File: src/mfm_pkg.sv
// Purpose: Shared constants and types for the motor fault manager.
// Assumes: 40 MHz core clock, synchronous active-low reset.
// Notes:   Retry times default to 1000 ms (stall) and 500 ms (overcurrent) here; the top exposes them as parameters.
//
// What this block does
// - Cap targets to hold supply current limit
// - Report when supply current limit restricts target
// - Active braking disables supply current limiting
// - Five percent hysteresis on limit threshold
// - Actionable faults pull fault pin low
// - Alarm enabled: actionable faults raise alarm
// - Report-only faults: pin or alarm by enable
// - Priority latched, slow retry, fast retry, report
// - Latched fault holds until host clears it
// - Retry faults resume after retry interval
// - Pins and status follow within 200 ms
// - Latched fault clears within 200 ms
// - Supply or rail undervoltage: Hi-Z, digital off
// - Pump undervoltage: Hi-Z, report, auto recover
// - Overvoltage acts only when guard enabled
// - Phase overcurrent latches or retries per action
// - Regulator overcurrent: Hi-Z, digital off, silent
// - Stall latched modes: Hi-Z or brakes
// - Stall retry modes: Hi-Z or brakes
// - Stall 1000 reports only; 1xx1 ignored
// - Hardware stall current latched modes
// - Hardware stall current retry, report, ignore
package mfm_pkg;

	////////////////////////////////////////////////////////////////////////////
	// Clock and timing
	localparam longint unsigned CLK_HZ         = 40_000_000;
	localparam longint unsigned MS_PER_S       = 1000;
	localparam longint unsigned STALL_RETRY_MS = 1000;
	localparam longint unsigned OC_RETRY_MS    = 500;
	localparam longint unsigned REPORT_MAX_MS  = 200;
	localparam longint unsigned CLEAR_MAX_MS   = 200;
	localparam longint unsigned STALL_RETRY_CYC = STALL_RETRY_MS * CLK_HZ / MS_PER_S;
	localparam longint unsigned OC_RETRY_CYC    = OC_RETRY_MS * CLK_HZ / MS_PER_S;
	localparam longint unsigned REPORT_MAX_CYC  = REPORT_MAX_MS * CLK_HZ / MS_PER_S;
	localparam longint unsigned CLEAR_MAX_CYC   = CLEAR_MAX_MS * CLK_HZ / MS_PER_S;
	localparam int unsigned     CNT_W           = 32;

	////////////////////////////////////////////////////////////////////////////
	// Widths and limiter constants
	localparam int unsigned TGT_W = 16;
	localparam int unsigned CUR_W = 16;
	localparam logic [6:0]  PCT_FULL     = 7'h64;
	localparam logic [6:0]  HYST_PCT     = 7'h05;
	localparam logic [6:0]  HYST_KEEP    = PCT_FULL - HYST_PCT;
	localparam logic [TGT_W-1:0] CAP_STEP = 16'h0001;
	localparam logic [TGT_W-1:0] CAP_RST  = 16'h0000;

	////////////////////////////////////////////////////////////////////////////
	// Action codes
	localparam logic [1:0] OC_ACT_LATCH = 2'h0;
	localparam logic [1:0] OC_ACT_RETRY = 2'h1;

	typedef enum logic [1:0] {
		MFM_STAGE_ACTIVE,
		MFM_STAGE_HIZ,
		MFM_STAGE_HS_BRAKE,
		MFM_STAGE_LS_BRAKE
	} mfm_stage_t;

	typedef enum logic [1:0] {
		MFM_RESP_NONE,
		MFM_RESP_REPORT,
		MFM_RESP_LATCH,
		MFM_RESP_RETRY
	} mfm_resp_t;

endpackage

File: src/mfm_fault_manager.sv
// Purpose: Supply current limiter and fault response for a three-phase driver.
// Assumes: All inputs synchronous to i_clk; comparators and stall detectors outside.
// Notes:   Status and pins follow with the stage, one cycle after it for latched faults, well inside the allowed latency.
`timescale 1ns/1ps
`default_nettype none
module mfm_fault_manager
	import mfm_pkg::*;
#(
	parameter logic [CNT_W-1:0] STALL_RETRY_CYCLES = STALL_RETRY_CYC[CNT_W-1:0],
	parameter logic [CNT_W-1:0] OC_RETRY_CYCLES    = OC_RETRY_CYC[CNT_W-1:0]
) (
	// Clock and reset
	input  wire logic             i_clk,
	input  wire logic             i_rst_b,
	// Supply current limiter
	input  wire logic             i_bus_limit_en,
	input  wire logic             i_active_brake_en,
	input  wire logic [CUR_W-1:0] i_bus_current,
	input  wire logic [CUR_W-1:0] i_bus_current_limit,
	input  wire logic [TGT_W-1:0] i_speed_target,
	input  wire logic [TGT_W-1:0] i_current_target,
	// Fault detectors
	input  wire logic             i_supply_lockout,
	input  wire logic             i_analog_rail_uv,
	input  wire logic             i_pump_undervolt,
	input  wire logic             i_overvolt,
	input  wire logic             i_phase_overcurrent,
	input  wire logic             i_regulator_overcurrent,
	input  wire logic             i_stall_fault,
	input  wire logic [CUR_W-1:0] i_sense_level,
	input  wire logic [CUR_W-1:0] i_hw_stall_current_level,
	// Configuration
	input  wire logic             i_overvoltage_guard_en,
	input  wire logic [1:0]       i_phase_overcurrent_action,
	input  wire logic [3:0]       i_stall_action,
	input  wire logic [3:0]       i_hw_stall_current_action,
	input  wire logic             i_alarm_pin_en,
	input  wire logic             i_fault_clear_cmd,
	// Open-drain fault pin
	input  wire logic             i_fault_out_n,
	output var  logic             o_fault_out_n_o,
	output var  logic             o_fault_out_n_oe,
	output var  logic             o_fault_pin_level,
	// Alarm pin
	output var  logic             o_alarm,
	// Limiter results
	output var  logic [TGT_W-1:0] o_capped_speed_target,
	output var  logic [TGT_W-1:0] o_capped_current_target,
	output var  logic             o_limit_active,
	// Power stage
	output var  mfm_stage_t       o_stage,
	output var  logic             o_digital_en,
	// Status: {phase overcurrent, overvoltage, pump undervolt}
	output var  logic [2:0]       o_stage_fault_flags,
	// Status: {hw stall current fault, stall fault}
	output var  logic [1:0]       o_control_fault_flags
);

	////////////////////////////////////////////////////////////////////////////
	// State

	typedef struct packed {
		logic             limiting;
		logic [TGT_W-1:0] cap_speed;
		logic [TGT_W-1:0] cap_cur;
		logic             oc_latched;
		logic             stall_latched;
		mfm_stage_t       stall_lstage;
		logic             hw_latched;
		mfm_stage_t       hw_lstage;
		mfm_stage_t       stage;
		logic             dig_en;
		logic             fault_oe;
		logic             alarm;
		logic [2:0]       stage_flags;
		logic [1:0]       ctrl_flags;
		logic             pin_level;
		logic             od_drive;
	} mfm_state_t;

	mfm_state_t q, n;

	// Longer retry interval takes precedence over the shorter one
	localparam logic STALL_IS_SLOW = (STALL_RETRY_CYCLES >= OC_RETRY_CYCLES);

	////////////////////////////////////////////////////////////////////////////
	// Stall decoders and retry timers

	mfm_resp_t  stall_resp;
	mfm_stage_t stall_stage;
	mfm_resp_t  hw_resp;
	mfm_stage_t hw_stage;
	logic       hw_fault;
	logic       oc_busy;
	logic       stall_busy;
	logic       hw_busy;
	logic       oc_retry_ev;
	logic       stall_retry_ev;
	logic       hw_retry_ev;

	assign hw_fault       = (i_sense_level > i_hw_stall_current_level);
	assign oc_retry_ev    = i_phase_overcurrent
		& (i_phase_overcurrent_action == OC_ACT_RETRY);
	assign stall_retry_ev = i_stall_fault & (stall_resp == MFM_RESP_RETRY);
	assign hw_retry_ev    = hw_fault & (hw_resp == MFM_RESP_RETRY);

	mfm_stall_decode u_stall_dec (
		.i_action (i_stall_action),
		.o_resp   (stall_resp),
		.o_stage  (stall_stage)
	);

	mfm_stall_decode u_hw_dec (
		.i_action (i_hw_stall_current_action),
		.o_resp   (hw_resp),
		.o_stage  (hw_stage)
	);

	mfm_retry_timer #(
		.RETRY_CYC (OC_RETRY_CYCLES)
	) u_oc_tmr (
		.i_clk   (i_clk),
		.i_rst_b (i_rst_b),
		.i_fault (oc_retry_ev),
		.o_busy  (oc_busy)
	);

	mfm_retry_timer #(
		.RETRY_CYC (STALL_RETRY_CYCLES)
	) u_stall_tmr (
		.i_clk   (i_clk),
		.i_rst_b (i_rst_b),
		.i_fault (stall_retry_ev),
		.o_busy  (stall_busy)
	);

	mfm_retry_timer #(
		.RETRY_CYC (STALL_RETRY_CYCLES)
	) u_hw_tmr (
		.i_clk   (i_clk),
		.i_rst_b (i_rst_b),
		.i_fault (hw_retry_ev),
		.o_busy  (hw_busy)
	);

	////////////////////////////////////////////////////////////////////////////
	// Limiter helpers

	// Ramps one step per cycle while limiting, never overshooting the commanded value; follows it directly otherwise
	function automatic logic [TGT_W-1:0] cap_step(
		input logic [TGT_W-1:0] cap,
		input logic [TGT_W-1:0] cmd,
		input logic             hold,
		input logic             over
	);
		logic [TGT_W-1:0] r;
		r = cap;
		if (!hold) begin
			r = cmd;
		end else if (over) begin
			if (cap > CAP_STEP) begin
				r = cap - CAP_STEP;
			end else begin
				r = '0;
			end
		end else if (cap > cmd) begin
			r = cmd;
		end else if (cap < cmd) begin
			r = cap + CAP_STEP;
		end
		return r;
	endfunction

	logic [CUR_W+6:0] keep_prod;
	logic [CUR_W+6:0] keep_quot;
	logic [CUR_W-1:0] lo_thresh;
	logic             over_limit;
	logic             lim_allowed;

	always_comb begin
		keep_prod = {7'h00, i_bus_current_limit} * {16'h0000, HYST_KEEP};
		keep_quot = keep_prod / {16'h0000, PCT_FULL};
		lo_thresh = keep_quot[CUR_W-1:0];
	end

	assign over_limit  = (i_bus_current > i_bus_current_limit);
	assign lim_allowed = i_bus_limit_en & ~i_active_brake_en;

	////////////////////////////////////////////////////////////////////////////
	// Fault classification

	logic lockout;
	logic ov_act;
	logic oc_latch_ev;
	logic stall_latch_ev;
	logic hw_latch_ev;
	logic stall_report;
	logic hw_report;
	logic actionable;
	logic report_only;
	logic clr;

	always_comb begin
		// Supply, rail and regulator faults: silent, digital held off
		lockout = i_supply_lockout | i_analog_rail_uv | i_regulator_overcurrent;
		ov_act  = i_overvolt & i_overvoltage_guard_en;
		oc_latch_ev    = i_phase_overcurrent
			& (i_phase_overcurrent_action != OC_ACT_RETRY);
		stall_latch_ev = i_stall_fault & (stall_resp == MFM_RESP_LATCH);
		hw_latch_ev    = hw_fault & (hw_resp == MFM_RESP_LATCH);
		stall_report   = i_stall_fault & (stall_resp == MFM_RESP_REPORT);
		hw_report      = hw_fault & (hw_resp == MFM_RESP_REPORT);
		clr = i_fault_clear_cmd;
	end

	////////////////////////////////////////////////////////////////////////////
	// Next state

	always_comb begin
		n = q;

		// Limiter with hysteresis
		if (!lim_allowed) begin
			n.limiting = 1'b0;
		end else if (over_limit) begin
			n.limiting = 1'b1;
		end else if (i_bus_current < lo_thresh) begin
			n.limiting = 1'b0;
		end
		n.cap_speed = cap_step(q.cap_speed, i_speed_target, n.limiting, over_limit);
		n.cap_cur   = cap_step(q.cap_cur, i_current_target, n.limiting, over_limit);

		// Latches: a new event wins over a clear in the same cycle
		n.oc_latched    = oc_latch_ev | (q.oc_latched & ~clr);
		n.stall_latched = stall_latch_ev | (q.stall_latched & ~clr);
		n.hw_latched    = hw_latch_ev | (q.hw_latched & ~clr);
		if (stall_latch_ev && !(q.stall_latched && !clr)) begin
			n.stall_lstage = stall_stage;
		end
		if (hw_latch_ev && !(q.hw_latched && !clr)) begin
			n.hw_lstage = hw_stage;
		end

		// Power stage by priority
		if (lockout) begin
			n.stage = MFM_STAGE_HIZ;
		end else if (n.oc_latched) begin
			n.stage = MFM_STAGE_HIZ;
		end else if (n.stall_latched) begin
			n.stage = n.stall_lstage;
		end else if (n.hw_latched) begin
			n.stage = n.hw_lstage;
		end else if (i_pump_undervolt || ov_act) begin
			n.stage = MFM_STAGE_HIZ;
		end else if (STALL_IS_SLOW && stall_busy) begin
			n.stage = stall_stage;
		end else if (STALL_IS_SLOW && hw_busy) begin
			n.stage = hw_stage;
		end else if (oc_busy) begin
			n.stage = MFM_STAGE_HIZ;
		end else if (stall_busy) begin
			n.stage = stall_stage;
		end else if (hw_busy) begin
			n.stage = hw_stage;
		end else begin
			n.stage = MFM_STAGE_ACTIVE;
		end
		n.dig_en = ~lockout;

		// Reporting, with the stage decision, one cycle later for latched faults
		n.stage_flags = {q.oc_latched | oc_busy, ov_act, i_pump_undervolt};
		n.ctrl_flags  = {q.hw_latched | hw_busy | hw_report,
			q.stall_latched | stall_busy | stall_report};
		n.fault_oe  = actionable | (report_only & ~i_alarm_pin_en);
		n.alarm     = i_alarm_pin_en & (actionable | report_only);
		n.pin_level = i_fault_out_n;
		n.od_drive  = 1'b0;

		if (!i_rst_b) begin
			n              = '0;
			n.cap_speed    = CAP_RST;
			n.cap_cur      = CAP_RST;
			n.stall_lstage = MFM_STAGE_HIZ;
			n.hw_lstage    = MFM_STAGE_HIZ;
			n.stage        = MFM_STAGE_HIZ;
			n.pin_level    = 1'b1;
		end
	end

	always_comb begin
		actionable = q.oc_latched | oc_busy | i_pump_undervolt | ov_act
			| q.stall_latched | stall_busy | q.hw_latched | hw_busy;
		report_only = stall_report | hw_report;
	end

	always_ff @(posedge i_clk) begin
		q <= n;
	end

	////////////////////////////////////////////////////////////////////////////
	// Outputs

	// Open-drain: only ever drives low, pull-up supplies the high level
	assign o_fault_out_n_o         = q.od_drive;
	assign o_fault_out_n_oe        = q.fault_oe;
	assign o_fault_pin_level       = q.pin_level;
	assign o_alarm                 = q.alarm;
	assign o_capped_speed_target   = q.cap_speed;
	assign o_capped_current_target = q.cap_cur;
	assign o_limit_active          = q.limiting;
	assign o_stage                 = q.stage;
	assign o_digital_en            = q.dig_en;
	assign o_stage_fault_flags     = q.stage_flags;
	assign o_control_fault_flags   = q.ctrl_flags;

endmodule
`default_nettype wire

File: src/mfm_retry_timer.sv
// Purpose: Hold a retry fault busy until its interval lapses after it clears.
// Assumes: i_fault is a level, high while the retry fault is present.
// Notes:   Interval restarts whenever the fault reappears.
`timescale 1ns/1ps
`default_nettype none
module mfm_retry_timer
	import mfm_pkg::*;
#(
	parameter logic [CNT_W-1:0] RETRY_CYC = 32'h0000_0010
) (
	// Clock and reset
	input  wire logic i_clk,
	input  wire logic i_rst_b,
	// Fault level
	input  wire logic i_fault,
	// Busy while present or waiting
	output var  logic o_busy
);

	typedef struct packed {
		logic [CNT_W-1:0] cnt;
		logic             busy;
	} mfm_tmr_t;

	mfm_tmr_t q, n;

	always_comb begin
		n = q;
		if (i_fault) begin
			n.cnt  = RETRY_CYC;
			n.busy = 1'b1;
		end else if (q.busy) begin
			if (q.cnt <= 32'h0000_0001) begin
				n.cnt  = '0;
				n.busy = 1'b0;
			end else begin
				n.cnt = q.cnt - 32'h0000_0001;
			end
		end
		if (!i_rst_b) begin
			n = '0;
		end
	end

	always_ff @(posedge i_clk) begin
		q <= n;
	end

	assign o_busy = q.busy;

endmodule
`default_nettype wire

File: src/mfm_stall_decode.sv
// Purpose: Decode a four-bit stall action setting into response and stage.
// Assumes: Setting is static or changes rarely.
// Notes:   Codes 1010, 1100 and 1110 are treated as no action.
`timescale 1ns/1ps
`default_nettype none
module mfm_stall_decode
	import mfm_pkg::*;
(
	// Setting
	input  wire logic [3:0] i_action,
	// Decoded
	output var mfm_resp_t   o_resp,
	output var mfm_stage_t  o_stage
);

	always_comb begin
		o_resp  = MFM_RESP_NONE;
		o_stage = MFM_STAGE_ACTIVE;
		casez (i_action)
			4'b1??1: begin
				o_resp = MFM_RESP_NONE;
			end
			4'b1000: begin
				o_resp = MFM_RESP_REPORT;
			end
			4'b000?: begin
				o_resp  = MFM_RESP_LATCH;
				o_stage = MFM_STAGE_HIZ;
			end
			4'b0010: begin
				o_resp  = MFM_RESP_LATCH;
				o_stage = MFM_STAGE_HS_BRAKE;
			end
			4'b0011: begin
				o_resp  = MFM_RESP_LATCH;
				o_stage = MFM_STAGE_LS_BRAKE;
			end
			4'b010?: begin
				o_resp  = MFM_RESP_RETRY;
				o_stage = MFM_STAGE_HIZ;
			end
			4'b0110: begin
				o_resp  = MFM_RESP_RETRY;
				o_stage = MFM_STAGE_HS_BRAKE;
			end
			4'b0111: begin
				o_resp  = MFM_RESP_RETRY;
				o_stage = MFM_STAGE_LS_BRAKE;
			end
			default: begin
				o_resp  = MFM_RESP_NONE;
				o_stage = MFM_STAGE_ACTIVE;
			end
		endcase
	end

endmodule
`default_nettype wire
File: config.mk
export PLATFORM = sky130hd
export DESIGN_NAME = mfm_fault_manager
export DESIGN_NICKNAME = d
export VERILOG_FILES = /design/src/mfm_pkg.sv /design/src/mfm_fault_manager.sv /design/src/mfm_retry_timer.sv /design/src/mfm_stall_decode.sv
export SDC_FILE = /design/constraint.sdc
export NUM_CORES = 1
export LEC_CHECK = 0
export BUFFER_PORTS_ARGS = -buffer_cell sky130_fd_sc_hd__buf_2
export CAP_MARGIN = 20
export CORE_MARGIN = 8
export CORE_UTILIZATION = 65
export CTS_BUF_LIST = sky130_fd_sc_hd__clkbuf_2
export CTS_CLUSTER_SIZE = 16
export DETAILED_ROUTE_END_ITERATION = 16
export GPL_ROUTABILITY_DRIVEN = 0
export GPL_TIMING_DRIVEN = 0
export PLACE_DENSITY = 0.91
export SYNTH_ARGS = -nofsm -noshare
export SYNTH_HDL_FRONTEND = slang
export SYNTH_SLANG_ARGS = --single-unit
File: constraint.sdc
create_clock -name i_clk -period 45.7 [get_ports i_clk]
set_input_delay 4.57 -clock i_clk [delete_from_list [all_inputs] [get_ports i_clk]]
set_output_delay 4.57 -clock i_clk [all_outputs]
set_load 0.03 [all_outputs]
==> qor.tcl, run 1 <==
set qor(layout.nets) 2795
set qor(hold_path_class) {flop to flop}
set qor(critical_path_peak_fanout) 10
set qor(antenna_violating_nets_post_route) 0
set qor(grt_antenna_before_repair) 4
set qor(route.detailed.vias_per_inst) 6.69
set qor(crit_path_top_delay_cell) {sky130_fd_sc_hd__a221oi_2}
set qor(grt_start_max_net_pins) 17
set qor(fraction_of_final_layout_cells_sized_beyond_drive_strength_1) 0.167
set qor(detailroute.via_count) 18945
set qor(cp_data_required_time_ns) 46.38
set qor(fmax_mhz) 47.8
set qor(totalNegativeSetupSlack_ns) 0
set qor(status) {finished, final reports clean}
set qor(clk_pin_slew_worst_paths_ns) 0.25
set qor(timing_worst_slew_pin_value_ns) 0.866
set qor(cp-end-kind) {flop}
set qor(clock_skew_ns) 0.0603
set qor(start_util) 0.662
set qor(dieHeight_um) 182
set qor(ys.warnings.count) 0
set qor(max_slew_margin) 0.418
set qor(fin_crit_ns) 20.93
set qor(routedWlPerCell_um) 18.2
set qor(setup_viol) 0
set qor(critPathMaxStageDelay_ns) 0.65
set qor(worst_path_most_repeated_cell) {sky130_fd_sc_hd__nor2_1}
set qor(routed_wirelength_mm) 51.5
set qor(grt_pass1_wl_mm) 84.6
set qor(portBuffers) 163
set qor(final_hold_viol_count) 0
set qor(cts_resized) 0
set qor(io_pins) 166
set qor(clock-root-buffer) {sky130_fd_sc_hd__clkbuf_2}
set qor(ys_dominant_reg_cell) {sky130_fd_sc_hd__dfxtp_1}
set qor(floorplan.rows) 60
set qor(synthToLayoutAreaGrowth_pct) 8.28
set qor(ys_async_sr_fraction) 0
set qor(clock_insertion_delay_worst_skew_ns) 0.79
set qor(synth.yosys.seq_area_share) 0.168
set qor(final_cell_count_no_fill) 2833
set qor(synthesis.area_per_instance_um2) 7.77
set qor(design.core.area_mm2) 0.0270
set qor(firstDrtPassIters) 8
set qor(die_area_mm2) 0.0330
set qor(placed_cells) 2799
set qor(fin_crit_sh) 0.458
set qor(rrSetupSlack_ns) 41.42
set qor(clock-sinks) 150
set qor(hpwl_mm) 40.7
set qor(clock_tree_from_tritoncts) {yes}
set qor(post_cts.repair.setup_buffers) 0
set qor(grt_pass1_vias) 18008
set qor(finalMaxSlewViolations) 0
set qor(dr.first_iter.drc_count) 2410
set qor(ys_seq_elements) 150
set qor(groute.usage.overall) 0.298
set qor(netlist_instances) 2295
set qor(setup.worst_path.start_class) {input pin}
set qor(cts_max_path_buffers) 2
set qor(post_synth_instance_area_mm2) 0.0178
set qor(critical_path_arrival_ns) 21.61
set qor(grt_setup_unrepaired) {no}
set qor(die_outline_width_um) 182
set qor(mappedNetlistNets) 2613
set qor(cts.hold.buffers_added) 0
set qor(remaining_design_rule_violation_count) 0
set qor(numCtsBuffers) 17
set qor(synth_edf_count) 0
set qor(timing_worst_setup_path_type) {input pin to flop}
set qor(drv_cap) 0
set qor(synth.distinct_cells) 127
set qor(globalRouteOverflowTotal) 0
set qor(cts-htree-levels) 4
[worst max-delay path: cells and delay by family]
family                   cells  cell delay (ns)
adder cells (fa/ha/maj)      7             3.11
AND/OR/NAND/NOR             12             3.25
AO/OA/AOI/OAI               30             8.88
XOR/XNOR                     1             0.52
buffers and inverters        9             1.24
[synth_stat cells (15+ instances only)]
master                     count  share of area
sky130_fd_sc_hd__o211ai_1     29          0.012
sky130_fd_sc_hd__xor2_1       42          0.021
sky130_fd_sc_hd__and3_1       29          0.010
sky130_fd_sc_hd__and2_1       22         0.0077
sky130_fd_sc_hd__nand2_1     139          0.029
sky130_fd_sc_hd__nor4_1       40          0.014
sky130_fd_sc_hd__ha_1        143           0.10
sky130_fd_sc_hd__a21oi_1     174          0.049
sky130_fd_sc_hd__xnor2_1      81          0.040
sky130_fd_sc_hd__buf_4        53          0.022
sky130_fd_sc_hd__nand2b_1     41          0.014
sky130_fd_sc_hd__o22ai_1      22         0.0077
sky130_fd_sc_hd__a211oi_2     24          0.017
sky130_fd_sc_hd__nor3_1       75          0.021
sky130_fd_sc_hd__clkbuf_1     58          0.012
sky130_fd_sc_hd__fa_1         54          0.061
sky130_fd_sc_hd__a21o_1       30          0.013
sky130_fd_sc_hd__nand3_1      62          0.017
sky130_fd_sc_hd__a211oi_1     34          0.014
sky130_fd_sc_hd__a31oi_1      24         0.0084
sky130_fd_sc_hd__buf_2        19         0.0053
sky130_fd_sc_hd__nor2_1      221          0.047
sky130_fd_sc_hd__dfxtp_1     150           0.17
sky130_fd_sc_hd__nor2b_1      24         0.0084
sky130_fd_sc_hd__inv_1       157          0.033
sky130_fd_sc_hd__or3_1        34          0.012
sky130_fd_sc_hd__or2_2        16         0.0056
sky130_fd_sc_hd__or4_1        15         0.0063
sky130_fd_sc_hd__nand4_1      30          0.011
sky130_fd_sc_hd__o21ai_0     126          0.035
[cell families after synthesis]
kind of cell               after synthesis  share of synthesized area
AOI/OAI and AO/OA                      692                      0.281
DFF                                    150                      0.168
other                                    1                   0.000210
adders and majority gates              199                      0.162
and+or+nand+nor                        802                      0.230
xor gates and xnor gates               128                     0.0650
buffers and inverters                  303                     0.0810
muxes                                   20                     0.0122
[placed cells by master (no fill, tap or decap), types with 58 or more instances in the layout]
cell,n
sky130_fd_sc_hd__a21oi_1,174
sky130_fd_sc_hd__nand2_1,139
sky130_fd_sc_hd__nand3_1,62
sky130_fd_sc_hd__o21ai_0,126
sky130_fd_sc_hd__nor2_1,221
sky130_fd_sc_hd__ha_1,143
sky130_fd_sc_hd__inv_1,157
sky130_fd_sc_hd__dfxtp_1,150
sky130_fd_sc_hd__xnor2_1,81
sky130_fd_sc_hd__nor3_1,75
sky130_fd_sc_hd__buf_2,182
sky130_fd_sc_hd__clkbuf_1,58
[sequential cells by signal, summed over array words and instances (netlist names), 2 cells and up]
| name | count |
|---|---|
| o_stage_fault_flags | 3 |
| o_stage | 2 |
| u_hw_tmr.q | 32 |
| o_capped_speed_target | 16 |
| o_capped_current_target | 16 |
| u_stall_tmr.q | 32 |
| q | 7 |
| u_oc_tmr.q | 32 |
| o_control_fault_flags | 2 |
[final timing paths]
path / startpoint / to / depth (start not counted)
hold / removal: u_oc_tmr.q[8]$_SDFFE_PP0P_ / u_oc_tmr.q[8]$_SDFFE_PP0P_ / 2
hold reg to reg: u_oc_tmr.q[8]$_SDFFE_PP0P_ / u_oc_tmr.q[8]$_SDFFE_PP0P_ / 2
setup / recovery: i_bus_current_limit[4] / o_capped_speed_target[14]$_SDFFE_PN0P_ / 59
setup reg to reg: o_capped_speed_target[0]$_SDFFE_PN0P_ / o_capped_speed_target[4]$_SDFFE_PN0P_ / 25
[routing by layer]
layer | vias to the layer above | share of wire | global-route usage
met3 | 204 | 0.10 | 0.0665
li1 | 8735 | - | -
met2 | 1158 | 0.46 | 0.496
met1 | 8844 | 0.40 | 0.371
met4 | 4 | 0.034 | 0.111
met5 | - | 0.00043 | 0
[stage by stage]
step	instance area, µm²	worst slack [ns]	hold slack, ns	utilization
floorplan	17800	27.22	0.437	-
global placement	19100	25.05	0.451	0.708
detailed placement	19100	24.61	0.476	0.708
CTS	19300	25.42	0.507	0.717
global route	19300	24.03	0.542	0.717
finish	19300	24.77	0.508	0.717
[layout make-up]
class / count / area (µm²)
multi-input combinational: 1842 / 13400
clock buffer: 18 / 90.1
fill: 2055 / 7630
antenna: 2 / 5.00
sequential: 150 / 3000
clock inverter: 14 / 140
buffer: 144 / 845
inverter: 159 / 601
tap: 341 / 427
timing repair buffer: 163 / 816
Power of run 1 is not shown: default switching activity piles up to over one toggle a cycle in this logic, so the estimate is an artifact.
==> run 2: changes to the inputs <==
--- a/config.mk
+++ b/config.mk
@@ -8,13 +8,13 @@
 export BUFFER_PORTS_ARGS = -buffer_cell sky130_fd_sc_hd__buf_2
 export CAP_MARGIN = 20
 export CORE_MARGIN = 8
-export CORE_UTILIZATION = 65
+export CORE_UTILIZATION = 57
 export CTS_BUF_LIST = sky130_fd_sc_hd__clkbuf_2
 export CTS_CLUSTER_SIZE = 16
 export DETAILED_ROUTE_END_ITERATION = 16
 export GPL_ROUTABILITY_DRIVEN = 0
 export GPL_TIMING_DRIVEN = 0
-export PLACE_DENSITY = 0.91
+export PLACE_DENSITY = 0.85
 export SYNTH_ARGS = -nofsm -noshare
 export SYNTH_HDL_FRONTEND = slang
 export SYNTH_SLANG_ARGS = --single-unit
==> constraint.sdc (replaced) <==
create_clock -name i_clk -period 18.3 [get_ports i_clk]
set_input_delay 1.83 -clock i_clk [delete_from_list [all_inputs] [get_ports i_clk]]
set_output_delay 1.83 -clock i_clk [all_outputs]
set_load 0.03 [all_outputs]
==> run 2 against run 1 <==
- routed wire length up 0.19%
- die area up 13%
- core utilization down 8.3 points
- flip-flop and latch count unchanged
- non-clock buffer count unchanged
- via count down 2.1%
- global-route usage down 3.1 points
- count of clock-buffer cells in the layout down 1
==> qor.tcl, run 2 (synthesized netlist as in run 1, its figures left out) <==
set qor(status) {finished, final reports clean}
set qor(clock_skew_ns) 0.0571
set qor(floorplan.rows) 64
set qor(io_pins) 166
set qor(clock-sinks) 150
set qor(worst_r2r_endpoint) {o_capped_speed_target[4]$_SDFFE_PN0P_}
set qor(layout_top_registers) {u_hw_tmr.q (32), u_oc_tmr.q (32), u_stall_tmr.q (32)}
set qor(setup.worst_path.start_class) {input pin}
set qor(groute.usage.overall) 0.267
set qor(detailroute.via_count) 18551
set qor(path_buf_inv) 9
set qor(clock_insertion_delay_worst_skew_ns) 0.76
set qor(timing_worst_setup_path_type) {input pin to flop}
set qor(final_hold_viol_count) 0
set qor(die_area_mm2) 0.0372
set qor(setup_viol) 0
set qor(route.detailed.vias_per_inst) 6.43
set qor(remaining_design_rule_violation_count) 0
set qor(fin_crit_ns) 17.73
set qor(firstDrtPassIters) 8
set qor(critical_path_peak_fanout) 10
set qor(cp-end-kind) {flop}
set qor(path_depth) 59
set qor(timing_worst_slew_pin_value_ns) 0.977
set qor(worst_setup_path_endpoint) {o_capped_speed_target[14]$_SDFFE_PN0P_}
set qor(place_worst_setup_slack_ns) 0.147
set qor(clock_tree_from_tritoncts) {yes}
set qor(cp_data_required_time_ns) 18.96
set qor(final_core_utilization) 0.634
set qor(portBuffers) 163
set qor(clock-root-buffer) {sky130_fd_sc_hd__clkbuf_2}
set qor(cts-htree-levels) 4
set qor(max_slew_margin) 0.347
set qor(antenna_violating_nets_post_route) 0
set qor(grt_setup_unrepaired) {yes}
set qor(grt_antenna_before_repair) 2
set qor(design.core.area_mm2) 0.0307
set qor(routedWlPerCell_um) 17.9
set qor(rrSetupSlack_ns) 13.85
set qor(fraction_of_final_layout_cells_sized_beyond_drive_strength_1) 0.169
set qor(die_outline_width_um) 193
set qor(worst_r2r_startpoint) {o_capped_speed_target[0]$_SDFFE_PN0P_}
set qor(critPathMaxStageDelay_ns) 0.75
set qor(grt_pass1_vias) 17778
set qor(clk_pin_slew_worst_paths_ns) 0.31
set qor(hpwl_mm) 40.9
set qor(finalMaxSlewViolations) 0
set qor(cts_max_path_buffers) 2
set qor(logic_depth_of_the_worst_register_to_register_path) 25
set qor(dieHeight_um) 193
set qor(grt_start_max_net_pins) 19
set qor(fin_crit_sh) 0.969
set qor(start_util) 0.582
set qor(hold_path_class) {flop to flop}
set qor(final_common_cell) {sky130_fd_sc_hd__nor2_1}
set qor(layout.nets) 2795
set qor(dr.first_iter.drc_count) 1777
set qor(synthToLayoutAreaGrowth_pct) 8.96
set qor(grt_pass1_wl_mm) 84.1
set qor(source_of_the_critical_timing_path) {i_bus_current_limit[11]}
set qor(setup_ws_ns) 0.572
set qor(post_cts.repair.setup_buffers) 0
set qor(routed_wirelength_mm) 51.6
set qor(worst_path_dominant_cell_family) {compound AO/OA/AOI/OAI gates}
set qor(numCtsBuffers) 17
set qor(globalRouteOverflowTotal) 0
set qor(final_cell_mix) {220 x sky130_fd_sc_hd__nor2_1, 182 x sky130_fd_sc_hd__buf_2, 173 x sky130_fd_sc_hd__a21oi_1, 157 x sky130_fd_sc_hd__inv_1, 150 x sky130_fd_sc_hd__dfxtp_1}
set qor(crit_path_top_delay_cell) {sky130_fd_sc_hd__nor2_1}
set qor(fmax_mhz) 56.4
set qor(drv_cap) 0
set qor(critical_path_arrival_ns) 18.39
[run 2: repair_timing]
item / in CTS / in global routing
hold buffers: 0 / 0
setup endpoints to repair: 0 / 33
resized for setup: 0 / 4
[run 2: per-layer routing]
metal,track usage,routed length (µm),vias up,share of wire
met5,0,13,-,0.00025
met4,0.0848,1650,2,0.032
met3,0.0515,4940,162,0.096
met2,0.433,23200,963,0.45
met1,0.354,21700,8687,0.42
li1,-,-,8737,-
[run 2: how the worst min path moves through the flow]
stage	from	to	slack [ns]	depth (start not counted)
6_report	u_oc_tmr.q[8]$_SDFFE_PP0P_	u_oc_tmr.q[8]$_SDFFE_PP0P_	0.48	2
4_1_cts	u_oc_tmr.q[8]$_SDFFE_PP0P_	u_oc_tmr.q[8]$_SDFFE_PP0P_	0.48	2
2_1_floorplan	u_oc_tmr.q[8]$_SDFFE_PP0P_	u_oc_tmr.q[8]$_SDFFE_PP0P_	0.44	2
3_5_place_dp	u_oc_tmr.q[8]$_SDFFE_PP0P_	u_oc_tmr.q[8]$_SDFFE_PP0P_	0.46	2
5_1_grt	u_oc_tmr.q[8]$_SDFFE_PP0P_	u_oc_tmr.q[8]$_SDFFE_PP0P_	0.49	2
3_3_place_gp	u_oc_tmr.q[8]$_SDFFE_PP0P_	u_oc_tmr.q[8]$_SDFFE_PP0P_	0.45	2
[run 2: tightest hold or removal path, stage by stage, from the launching register on]
cell	delay, ns
sky130_fd_sc_hd__dfxtp_1	0.38
sky130_fd_sc_hd__o41ai_1	0.06
sky130_fd_sc_hd__a21oi_1	0.06
[run 2: layout make-up]
class	count	area (µm²)
Inverter	159	601
Clock inverter	15	180
Fill cell	2642	11200
Antenna cell	1	2.50
Tap cell	396	495
Buffer	144	845
Sequential cell	150	3000
Clock buffer	17	85.1
Multi-Input combinational cell	1842	13400
Timing Repair Buffer	163	816
[run 2: stage by stage]
step                area [µm²]  hold slack [ns]  TNS, ns  cells
detailed placement       19100            0.458        0   2854
global route             19400            0.493   -0.263   2887
CTS                      19400            0.485        0   2886
finish                   19400            0.483        0   2887
global placement         19100            0.453        0   2854
floorplan                17800            0.437        0   2295
Power of run 2 is left out for the same reason.
